--- src/verilog/tcwg_pkg.sv ---
// Package with register map, field layout and mode types of the compare waveform generator.
package tcwg_pkg;
   localparam int unsigned NUM_CH = 3;
   localparam int unsigned COUNT_W = 16;
   localparam int unsigned ADDR_W = 8;
   localparam int unsigned PRESC_W = 10;

   // Register byte offsets on the APB bus.
   localparam logic [7:0] OFF_CTRL = 8'h00;
   localparam logic [7:0] OFF_PERIOD = 8'h04;
   localparam logic [7:0] OFF_COUNT = 8'h08;
   localparam logic [7:0] OFF_COMPARE_VALUE_ZERO = 8'h0c;
   localparam logic [7:0] OFF_CMP1 = 8'h10;
   localparam logic [7:0] OFF_CMP2 = 8'h14;
   localparam logic [7:0] OFF_BUF0 = 8'h18;
   localparam logic [7:0] OFF_BUF1 = 8'h1c;
   localparam logic [7:0] OFF_BUF2 = 8'h20;
   localparam logic [7:0] OFF_STATUS = 8'h24;
   localparam logic [7:0] OFF_INTEN = 8'h28;
   localparam logic [7:0] OFF_PIN = 8'h2c;

   // Field positions in the status and pin registers.
   localparam int unsigned ST_FLAG_LSB = 0;
   localparam int unsigned ST_VALID_LSB = 3;
   localparam int unsigned ST_WAVE_LSB = 6;
   localparam int unsigned PIN_INV_LSB = 0;
   localparam int unsigned PIN_OUT_LSB = 3;
   localparam int unsigned PIN_DIR_LSB = 6;

   // Reset values.
   localparam logic [15:0] PERIOD_RST = 16'hffff;
   localparam logic [15:0] CMP_RST = 16'h0000;
   localparam logic [15:0] COUNT_RST = 16'h0000;
   localparam logic [15:0] BOTTOM = 16'h0000;

   typedef enum logic [1:0] {
      WG_NORMAL,
      WG_FREQ,
      WG_SINGLE,
      WG_DUAL
   } tcwg_mode_e;

   // Control register layout, least significant field last.
   typedef struct packed {
      logic [2:0] channel_output_enable;
      logic update_lock;
      logic count_down;
      tcwg_mode_e waveform_mode_select;
      logic [2:0] prescale_select;
      logic enable;
   } tcwg_ctrl_s;

   localparam int unsigned CTRL_W = $bits(tcwg_ctrl_s);
   localparam logic [10:0] CTRL_RST = 11'h000;

   // Pin configuration group handed to the pin override path.
   typedef struct packed {
      logic [2:0] pin_direction;
      logic [2:0] port_out;
      logic [2:0] pin_invert_enable;
   } tcwg_pin_s;

   localparam logic [8:0] PIN_RST = 9'h000;
endpackage

--- src/verilog/tcwg_top.sv ---
// Compare channels, waveform generation and pin override of a 16-bit timer, APB slave.
//
// What this block does
// - Each channel compares counter value with its compare value, signalling match when equal.
// - Match sets channel flag next clock; request raised only if channel interrupt enabled.
// - On update, valid buffer copies into compare value, used from next count.
// - Waveform replaces port output only when channel enabled and waveform mode selected.
// - Pin invert enable inverts the waveform driven onto the pin.
// - Frequency mode uses compare zero as period, counter restarts after it.
// - Frequency mode toggles each enabled channel output on every compare match.
// - Frequency output is clock over twice divider times compare zero plus one.
// - Channels one and two give phase-offset outputs when below compare zero.
// - Single-slope mode counts up from BOTTOM to period, then restarts.
// - Single-slope output set at BOTTOM, cleared on compare match.
// - Single-slope compare at BOTTOM gives low, above period gives high.
// - Period sets resolution, from two bits at three to sixteen bits.
// - Single-slope frequency is clock over divider times period plus one.
// - Dual-slope counts up from BOTTOM to period and back down repeatedly.
// - Dual-slope output set at BOTTOM, cleared matching up, set matching down.
// - Dual-slope compare at BOTTOM holds low, at period holds high.
// - Dual-slope frequency is clock over twice divider times period.
// - Update at BOTTOM transfers valid buffers unless update lock is set.
// - Buffer valid set on buffer write, cleared when update transfers it.
// - BOTTOM is detected when counter value becomes zero.
//
// The implementer's own choices: the register addresses and the APB interface to the registers.
`timescale 1ns/100ps
`default_nettype none

module tcwg_top (
   input wire logic clock,
   input wire logic reset_n,
   input wire logic psel,
   input wire logic penable,
   input wire logic pwrite,
   input wire logic [7:0] paddr,
   input wire logic [31:0] pwdata,
   output logic [31:0] prdata,
   output logic pready,
   output logic pslverr,
   output logic [2:0] pin_out,
   output logic [2:0] pin_oe,
   output logic [2:0] compare_match_pulse,
   output logic compare_irq
);
   localparam int unsigned N = tcwg_pkg::NUM_CH;

   // Prescaler mask: a tick comes when all masked low bits are ones.
   function automatic logic [9:0] div_mask(input logic [2:0] sel);
      case (sel)
         3'h0: div_mask = 10'h000;
         3'h1: div_mask = 10'h001;
         3'h2: div_mask = 10'h003;
         3'h3: div_mask = 10'h007;
         3'h4: div_mask = 10'h00f;
         3'h5: div_mask = 10'h03f;
         3'h6: div_mask = 10'h0ff;
         default: div_mask = 10'h3ff;
      endcase
   endfunction

   // Compare index of a compare or buffer offset, one-hot.
   function automatic logic [2:0] ch_hit(input logic [7:0] a, input logic [7:0] base);
      ch_hit = {a == (base + 8'h08), a == (base + 8'h04), a == base};
   endfunction

   tcwg_pkg::tcwg_ctrl_s ctrl_r;
   tcwg_pkg::tcwg_pin_s pin_cfg_r;
   logic [15:0] period_r;
   logic [15:0] count_r;
   logic [15:0] count_nxt;
   logic dual_down_r;
   logic dual_down_nxt;
   logic [9:0] presc_r;
   logic count_new_r;
   logic [15:0] cmp_r [N];
   logic [15:0] buf_r [N];
   logic [N-1:0] valid_r;
   logic [N-1:0] flag_r;
   logic [N-1:0] inten_r;
   logic [N-1:0] wave_r;
   logic [31:0] prdata_r;

   // Bus decode.
   wire setup_phase = psel & ~penable;
   wire access_wr = psel & penable & pwrite;
   wire [2:0] hit_cmp = ch_hit(paddr, tcwg_pkg::OFF_COMPARE_VALUE_ZERO);
   wire [2:0] hit_buf = ch_hit(paddr, tcwg_pkg::OFF_BUF0);
   wire hit_ctrl = paddr == tcwg_pkg::OFF_CTRL;
   wire hit_period = paddr == tcwg_pkg::OFF_PERIOD;
   wire hit_count = paddr == tcwg_pkg::OFF_COUNT;
   wire hit_status = paddr == tcwg_pkg::OFF_STATUS;
   wire hit_inten = paddr == tcwg_pkg::OFF_INTEN;
   wire hit_pin = paddr == tcwg_pkg::OFF_PIN;
   wire mapped = hit_ctrl | hit_period | hit_count | hit_status | hit_inten | hit_pin
      | (|hit_cmp) | (|hit_buf);
   wire wr_ctrl = access_wr & hit_ctrl;
   wire wr_period = access_wr & hit_period;
   wire wr_count = access_wr & hit_count;
   wire wr_status = access_wr & hit_status;
   wire wr_inten = access_wr & hit_inten;
   wire wr_pin = access_wr & hit_pin;
   wire [2:0] wr_cmp = hit_cmp & {N{access_wr}};
   wire [2:0] wr_buf = hit_buf & {N{access_wr}};

   assign pready = 1'b1;
   assign pslverr = psel & penable & ~mapped;
   assign prdata = prdata_r;

   // Counter sequence.
   wire mode_freq = ctrl_r.waveform_mode_select == tcwg_pkg::WG_FREQ;
   wire mode_single = ctrl_r.waveform_mode_select == tcwg_pkg::WG_SINGLE;
   wire mode_dual = ctrl_r.waveform_mode_select == tcwg_pkg::WG_DUAL;
   wire wave_mode = ctrl_r.waveform_mode_select != tcwg_pkg::WG_NORMAL;
   wire [9:0] mask = div_mask(ctrl_r.prescale_select);
   wire tick = ctrl_r.enable & ((presc_r & mask) == mask);
   wire [15:0] top = mode_freq ? cmp_r[0] : period_r;
   wire going_down = mode_dual ? dual_down_r : ctrl_r.count_down;
   wire at_bottom = count_r == tcwg_pkg::BOTTOM;
   wire at_top = count_r == top;
   wire update_cond = tick & ~wr_count & (count_nxt == tcwg_pkg::BOTTOM) & ~ctrl_r.update_lock;

   always_comb begin
      count_nxt = count_r;
      dual_down_nxt = dual_down_r;
      if (wr_count) begin
         count_nxt = pwdata[15:0];
      end else if (tick) begin
         if (mode_dual) begin
            if (!dual_down_r && at_top) begin
               dual_down_nxt = 1'b1;
               count_nxt = at_bottom ? count_r : count_r - 16'h0001;
            end else if (dual_down_r && at_bottom) begin
               dual_down_nxt = 1'b0;
               count_nxt = at_top ? count_r : count_r + 16'h0001;
            end else begin
               count_nxt = dual_down_r ? count_r - 16'h0001 : count_r + 16'h0001;
            end
         end else if (going_down) begin
            count_nxt = at_bottom ? top : count_r - 16'h0001;
         end else begin
            count_nxt = at_top ? tcwg_pkg::BOTTOM : count_r + 16'h0001;
         end
      end
   end

   always_ff @(posedge clock or negedge reset_n) begin
      if (!reset_n) begin
         presc_r <= 10'h000;
         count_r <= tcwg_pkg::COUNT_RST;
         dual_down_r <= 1'b0;
         count_new_r <= 1'b0;
      end else begin
         presc_r <= ctrl_r.enable ? presc_r + 10'h001 : 10'h000;
         count_r <= count_nxt;
         dual_down_r <= dual_down_nxt;
         count_new_r <= tick | wr_count;
      end
   end

   // Configuration registers.
   always_ff @(posedge clock or negedge reset_n) begin
      if (!reset_n) begin
         ctrl_r <= tcwg_pkg::CTRL_RST;
         period_r <= tcwg_pkg::PERIOD_RST;
         inten_r <= 3'h0;
         pin_cfg_r <= tcwg_pkg::PIN_RST;
      end else begin
         if (wr_ctrl) begin
            ctrl_r <= pwdata[tcwg_pkg::CTRL_W-1:0];
         end
         if (wr_period) begin
            period_r <= pwdata[15:0];
         end
         if (wr_inten) begin
            inten_r <= pwdata[2:0];
         end
         if (wr_pin) begin
            pin_cfg_r <= pwdata[8:0];
         end
      end
   end

   // Read data is latched in the setup phase so the access phase needs no wait.
   logic [31:0] rd_mux;
   always_comb begin
      rd_mux = 32'h0000_0000;
      if (hit_ctrl) begin
         rd_mux[tcwg_pkg::CTRL_W-1:0] = ctrl_r;
      end
      if (hit_period) begin
         rd_mux[15:0] = period_r;
      end
      if (hit_count) begin
         rd_mux[15:0] = count_r;
      end
      for (int i = 0; i < N; i++) begin
         if (hit_cmp[i]) begin
            rd_mux[15:0] = cmp_r[i];
         end
         if (hit_buf[i]) begin
            rd_mux[15:0] = buf_r[i];
         end
      end
      if (hit_status) begin
         rd_mux[8:0] = {wave_r, valid_r, flag_r};
      end
      if (hit_inten) begin
         rd_mux[2:0] = inten_r;
      end
      if (hit_pin) begin
         rd_mux[8:0] = pin_cfg_r;
      end
   end

   always_ff @(posedge clock or negedge reset_n) begin
      if (!reset_n) begin
         prdata_r <= 32'h0000_0000;
      end else if (setup_phase) begin
         prdata_r <= rd_mux;
      end
   end

   // Per-channel compare, buffering, flags and waveform.
   genvar g;
   generate
      for (g = 0; g < N; g++) begin : gen_ch
         wire match = count_r == cmp_r[g];
         wire match_evt = match & count_new_r;
         wire en = ctrl_r.channel_output_enable[g];
         wire cmp_zero = cmp_r[g] == tcwg_pkg::BOTTOM;
         wire cmp_top = cmp_r[g] == period_r;
         logic wave_nxt;

         assign compare_match_pulse[g] = match_evt;

         always_comb begin
            wave_nxt = wave_r[g];
            if (en && count_new_r) begin
               case (ctrl_r.waveform_mode_select)
                  tcwg_pkg::WG_FREQ: begin
                     if (match) begin
                        wave_nxt = ~wave_r[g];
                     end
                  end
                  tcwg_pkg::WG_SINGLE: begin
                     // Clear after set, so a compare at BOTTOM keeps the line low.
                     if (at_bottom) begin
                        wave_nxt = 1'b1;
                     end
                     if (match) begin
                        wave_nxt = 1'b0;
                     end
                  end
                  tcwg_pkg::WG_DUAL: begin
                     if (cmp_zero) begin
                        wave_nxt = 1'b0;
                     end else if (cmp_top) begin
                        wave_nxt = 1'b1;
                     end else if (at_bottom) begin
                        wave_nxt = 1'b1;
                     end else if (match) begin
                        wave_nxt = dual_down_r;
                     end
                  end
                  default: begin
                     wave_nxt = wave_r[g];
                  end
               endcase
            end
         end

         always_ff @(posedge clock or negedge reset_n) begin
            if (!reset_n) begin
               cmp_r[g] <= tcwg_pkg::CMP_RST;
               buf_r[g] <= tcwg_pkg::CMP_RST;
               valid_r[g] <= 1'b0;
               flag_r[g] <= 1'b0;
               wave_r[g] <= 1'b0;
            end else begin
               if (wr_cmp[g]) begin
                  cmp_r[g] <= pwdata[15:0];
               end else if (update_cond && valid_r[g]) begin
                  cmp_r[g] <= buf_r[g];
               end
               if (wr_buf[g]) begin
                  buf_r[g] <= pwdata[15:0];
               end
               // A buffer write in the transfer cycle keeps the valid flag set.
               if (wr_buf[g]) begin
                  valid_r[g] <= 1'b1;
               end else if (update_cond) begin
                  valid_r[g] <= 1'b0;
               end
               // Write one to clear; a match in the same cycle wins.
               if (match_evt) begin
                  flag_r[g] <= 1'b1;
               end else if (wr_status && pwdata[tcwg_pkg::ST_FLAG_LSB + g]) begin
                  flag_r[g] <= 1'b0;
               end
               wave_r[g] <= wave_nxt;
            end
         end

         // Pin override path; the pin drives only when software set it as output.
         wire override = en & wave_mode;
         wire level = override ? wave_r[g] : pin_cfg_r.port_out[g];
         assign pin_out[g] = level ^ pin_cfg_r.pin_invert_enable[g];
         assign pin_oe[g] = pin_cfg_r.pin_direction[g];
      end
   endgenerate

   assign compare_irq = |(flag_r & inten_r);

endmodule

`default_nettype wire

--- config.mk ---
export PLATFORM = sky130hd
export DESIGN_NAME = tcwg_top
export DESIGN_NICKNAME = d
export VERILOG_FILES = /design/src/verilog/tcwg_pkg.sv /design/src/verilog/tcwg_top.sv
export SDC_FILE = /design/constraint.sdc
export NUM_CORES = 1
export LEC_CHECK = 0
export ABC_AREA = 0
export BUFFER_PORTS_ARGS = -buffer_cell sky130_fd_sc_hd__buf_2
export CORE_UTILIZATION = 40
export CTS_CLUSTER_DIAMETER = 100
export DETAILED_ROUTE_END_ITERATION = 8
export SYNTH_ARGS = -nofsm -noshare
export SYNTH_HDL_FRONTEND = slang
export SYNTH_SLANG_ARGS = --single-unit
--- constraint.sdc ---
create_clock -name clock -period 4.1 [get_ports clock]
set_input_delay 0.205 -clock clock [delete_from_list [all_inputs] [get_ports clock]]
set_output_delay 0.205 -clock clock [all_outputs]
set_load 0.005 [all_outputs]
==> impl_results.md <==
* Minimum clock period at around 4 ns
* Post-layout util at 0.477
* Maximum clock path buffer count at 2
* WL per Instance at ~25 microns
* Clock Pin Slew Worst Setup and Hold Paths at 0.08 ns
* Peak supply drop at around 0.26 mV
* Grt ovf at 0
* DIE WIDTH at between 150 and 200 microns
* Number of DRC markers in iteration 0 at 1275
* Post-place instance area at ~0.014 sq mm
* Layout area overhead at 17.6%
* CTS Sinks at approximately 190
* Dpl hpwl at between 30000 and 40000 microns
* Async S/R FF share, synth at 1.00
* Critical-path cell list: buf_6, xnor2_2, o2111ai_2, o22a_1, a2111oi_4, and2_4, inv_4, ha_4, nor3_2, nor3_1, a31oi_1, o221ai_2, o41ai_4, nor4_4, buf_4, and3_4, buf_12, buf_12, a41oi_2, a21oi_1
* Cell Rows at 65
* Critical Path RT at around 4.5 ns
* Slew headroom at 0.202
* Clock latency on the worst-skew pair at roughly 0.45 ns
* Tightest Pin Transition at roughly 1.2 ns
* Vias per std cell at 6.31
* Die H at roughly 180 microns
* Synthesized area per cell at around 8.8 sq um
* Cell family contributing the most delay on the critical path: compound AO/OA/AOI/OAI gates
* Clk_skew at ~0.013 ns
* Max-cap violations at 0
* Drt total wl at between 40000 and 50000 microns
* DRC Markers at 0
* Global Route Usage Sum at 0.298
* CP dominant cell by count: buf_12
* Largest net degree at the start of global routing at 95
* Final design area excluding fillers at between 0.01 and 0.015 sq mm
* Number of flops mapped to enable cells by yosys at 0
* Netlist Area Pre-Place at around 0.013 sq mm
* Worst-path fanout max at 11
* Via count at 12.3k
* CP Capture Type: register
* Pleak at around 6.7 nW
* Routability Congestion at 0.971
* Hold Crit Class: in2reg
* Fmax at around 250 MHz
* WS Path Type: reg2reg
* Nets at approximately 1.6k
* Ant diodes at 0
* CORE AREA at around 0.031 sq mm
* Status: completed
* Starting density of the core at 0.405
* H-tree depth at 4
* Port Buf Inserts at 55
* Final Hold Viols at 0
* Yosys cell types at 73
* Tcrit/Tclk final at 0.985
* Slew Limit Fails at 0
* DIE AREA at 0.0326 sq mm
* Final setup viols at 0
* Antenna viol nets, final at 0
* Initial antenna violation count at 0
* Critical Path Source Type: register
* I/O pin total at 89
* Worst Hold Slack at between 0.1 and 0.15 ns
* Worst Path Arrival at around 4.4 ns
* Synthesized flop and latch total at 188
* Vias in the first global route at approximately 12k
* Pwr Density at between 300 and 400 mW/mm^2
* CTS Buf Count at 17
* Syn Inst Count at between 1k and 1.5k
* Ratio of cells with drive above 1 in the final layout at 0.255
* First-pass GRT wire length at between 70000 and 80000 microns
* CTS Root Cell: clkbuf_16
* CTS tree: yes
* Synth Flop Type: dfrtp_1
* Unrepaired setup endpoints after global routing: yes
* Sequential-to-total area share from yosys stat at 0.370
* Slowest CP cell: dfrtp_1
* Yosys warns at 0
* Slowest stage delay, CP at around 0.4 ns
* Drt pass-1 iters at 5
* WP buf/inv at 5
==> flip-flops by register name (all words and copies together) (netlist names), 3 cells and up <==
name / count
flag_r: 3
buf_r: 48
pin_oe: 3
period_r: 16
prdata: 16
valid_r: 3
pin_cfg_r: 6
count_r: 16
wave_r: 3
presc_r: 10
ctrl_r: 11
cmp_r: 48
inten_r: 3
==> report_power, final <==
group / leakage (nW) / switching [mW] / internal [mW]
logic: 3.88 / 0.548 / 0.359
registers: 2.49 / 0.0850 / 1.92
clock network: 0.293 / 0.842 / 0.925
==> placed cells by master (no fill, tap or decap), types with 17 or more instances in the layout <==
master,n
a22oi_1,37
mux2_2,90
buf_2,54
clkbuf_16,18
a21oi_1,51
nor2b_1,22
conb_1,17
a31oi_1,63
inv_1,17
xnor2_1,60
nor4_1,31
buf_4,139
nand3_1,38
a41oi_1,22
dfrtp_1,169
nor2_1,129
xor2_1,60
nand2_1,87
nand4_1,51
o21ai_0,92
nor3_1,23
==> cell usage after synthesis, types with 3 or more instances <==
| library cell | n | area share |
|---|---|---|
| buf_1 | 17 | 0.0050 |
| a21boi_0 | 3 | 0.0018 |
| or3_1 | 7 | 0.0034 |
| a211oi_1 | 13 | 0.0076 |
| o31ai_1 | 5 | 0.0029 |
| nand2_1 | 87 | 0.026 |
| a221oi_1 | 8 | 0.0055 |
| clkbuf_1 | 84 | 0.025 |
| ha_1 | 5 | 0.0049 |
| nor2_1 | 129 | 0.038 |
| mux2_2 | 90 | 0.079 |
| a22oi_1 | 37 | 0.022 |
| nor3_1 | 25 | 0.0098 |
| dfrtp_1 | 172 | 0.34 |
| xnor2_1 | 62 | 0.043 |
| buf_4 | 31 | 0.018 |
| nand3b_1 | 7 | 0.0041 |
| o221ai_1 | 5 | 0.0034 |
| mux2i_1 | 14 | 0.011 |
| nor4_1 | 33 | 0.016 |
| and4_1 | 5 | 0.0034 |
| o21ai_0 | 95 | 0.037 |
| and2_1 | 15 | 0.0074 |
| a22o_1 | 6 | 0.0041 |
| nand4_1 | 51 | 0.025 |
| nand2b_1 | 12 | 0.0059 |
| dfstp_2 | 16 | 0.033 |
| buf_2 | 22 | 0.0086 |
| nor2b_1 | 23 | 0.011 |
| a31oi_1 | 63 | 0.031 |
| nand3_1 | 40 | 0.016 |
| inv_1 | 17 | 0.0050 |
| xor2_1 | 60 | 0.041 |
| or4_1 | 3 | 0.0018 |
| and3_1 | 18 | 0.0088 |
| o211ai_1 | 10 | 0.0059 |
| a21o_1 | 9 | 0.0053 |
| a41oi_1 | 23 | 0.016 |
| inv_2 | 3 | 0.00088 |
| a222oi_1 | 8 | 0.0063 |
| o22ai_1 | 17 | 0.0083 |
| o2111ai_1 | 4 | 0.0027 |
| a21oi_1 | 52 | 0.020 |
| o311ai_0 | 4 | 0.0027 |
==> final timing paths <==
kind | from | to | slack (ns) | cells past startpoint
worst max-delay path | count_r[10]$_DFF_PN0_ | cmp_r[43]$_DFFE_PN0P_ | 0.06 | 20
worst min-delay path | pwdata[12] | count_r[12]$_DFF_PN0_ | 0.13 | 3
worst max register to register | count_r[10]$_DFF_PN0_ | cmp_r[43]$_DFFE_PN0P_ | 0.06 | 20
worst min register to register | flag_r[1]$_DFFE_PN0P_ | flag_r[1]$_DFFE_PN0P_ | 0.52 | 1
max in group asynchronous | reset_n | period_r[12]$_DFFE_PN1P_ | 2.80 | 3
min in group asynchronous | reset_n | presc_r[0]$_DFF_PN0_ | 0.38 | 2
==> layout make-up <==
| cell class | count | area [sq um] |
|---|---|---|
| Fill cell | 3005 | 16500 |
| Timing Repair Buffer | 212 | 1620 |
| Clock buffer | 17 | 425 |
| Tap cell | 402 | 503 |
| Clock inverter | 15 | 178 |
| Inverter | 21 | 81.3 |
| Multi-Input combinational cell | 1095 | 7470 |
| Sequential cell | 188 | 4730 |
==> kinds of logic (layout without fill, tap and decap cells) <==
logic type / after synthesis / after routing / synth area share
and+or+nand+nor: 465 / 465 / 0.186
buffers and inverters: 179 / 265 / 0.0655
muxes: 104 / 104 / 0.0904
AOI/OAI and AO/OA: 382 / 382 / 0.199
adders and majority gates: 5 / 5 / 0.00490
other: 2 / 17 / 0.000589
xor gates and xnor gates: 122 / 122 / 0.0838
DFF: 188 / 188 / 0.370
==> through the flow <==
| step | power, mW | TNS (ns) | setup slack [ns] | instances |
|---|---|---|---|---|
| 3_5_place_dp | 2.88 | -10.99 | -0.254 | 1899 |
| 3_3_place_gp | 2.88 | -11.72 | -0.271 | 1899 |
| 5_1_grt | 4.83 | -0.0975 | -0.0182 | 1950 |
| 2_1_floorplan | 2.50 | 0 | 0.0307 | 1462 |
| 6_report | 4.68 | 0 | 0.0609 | 1950 |
| 4_1_cts | 4.64 | -0.00909 | -0.00909 | 1939 |
==> metal layers <==
layer / vias up / share of wire / routed length [microns] / GRT usage
met2: 585 / 0.47 / 22700 / 0.484
met1: 6149 / 0.43 / 20800 / 0.406
met3: 102 / 0.069 / 3350 / 0.0376
li1: 5470 / - / - / -
met4: 0 / 0.033 / 1600 / 0.109
met5: - / 0 / 0 / 0
==> worst min-delay path, cell delays in order <==
cell and delay (ns):
buf_2 0.18, nand2_1 0.07, o21ai_0 0.07
==> timing repair <==
action | CTS | global route
setup endpoints to repair | 51 | 51
endpoints found under the hold margin | 92 | 0
cloned | 0 | 2
hold buffers | 1 | 0
buffers inserted | 7 | 9
resized for setup | 16 | 37
pin swaps | 13 | 16
Power figures use the tool's default switching activity.
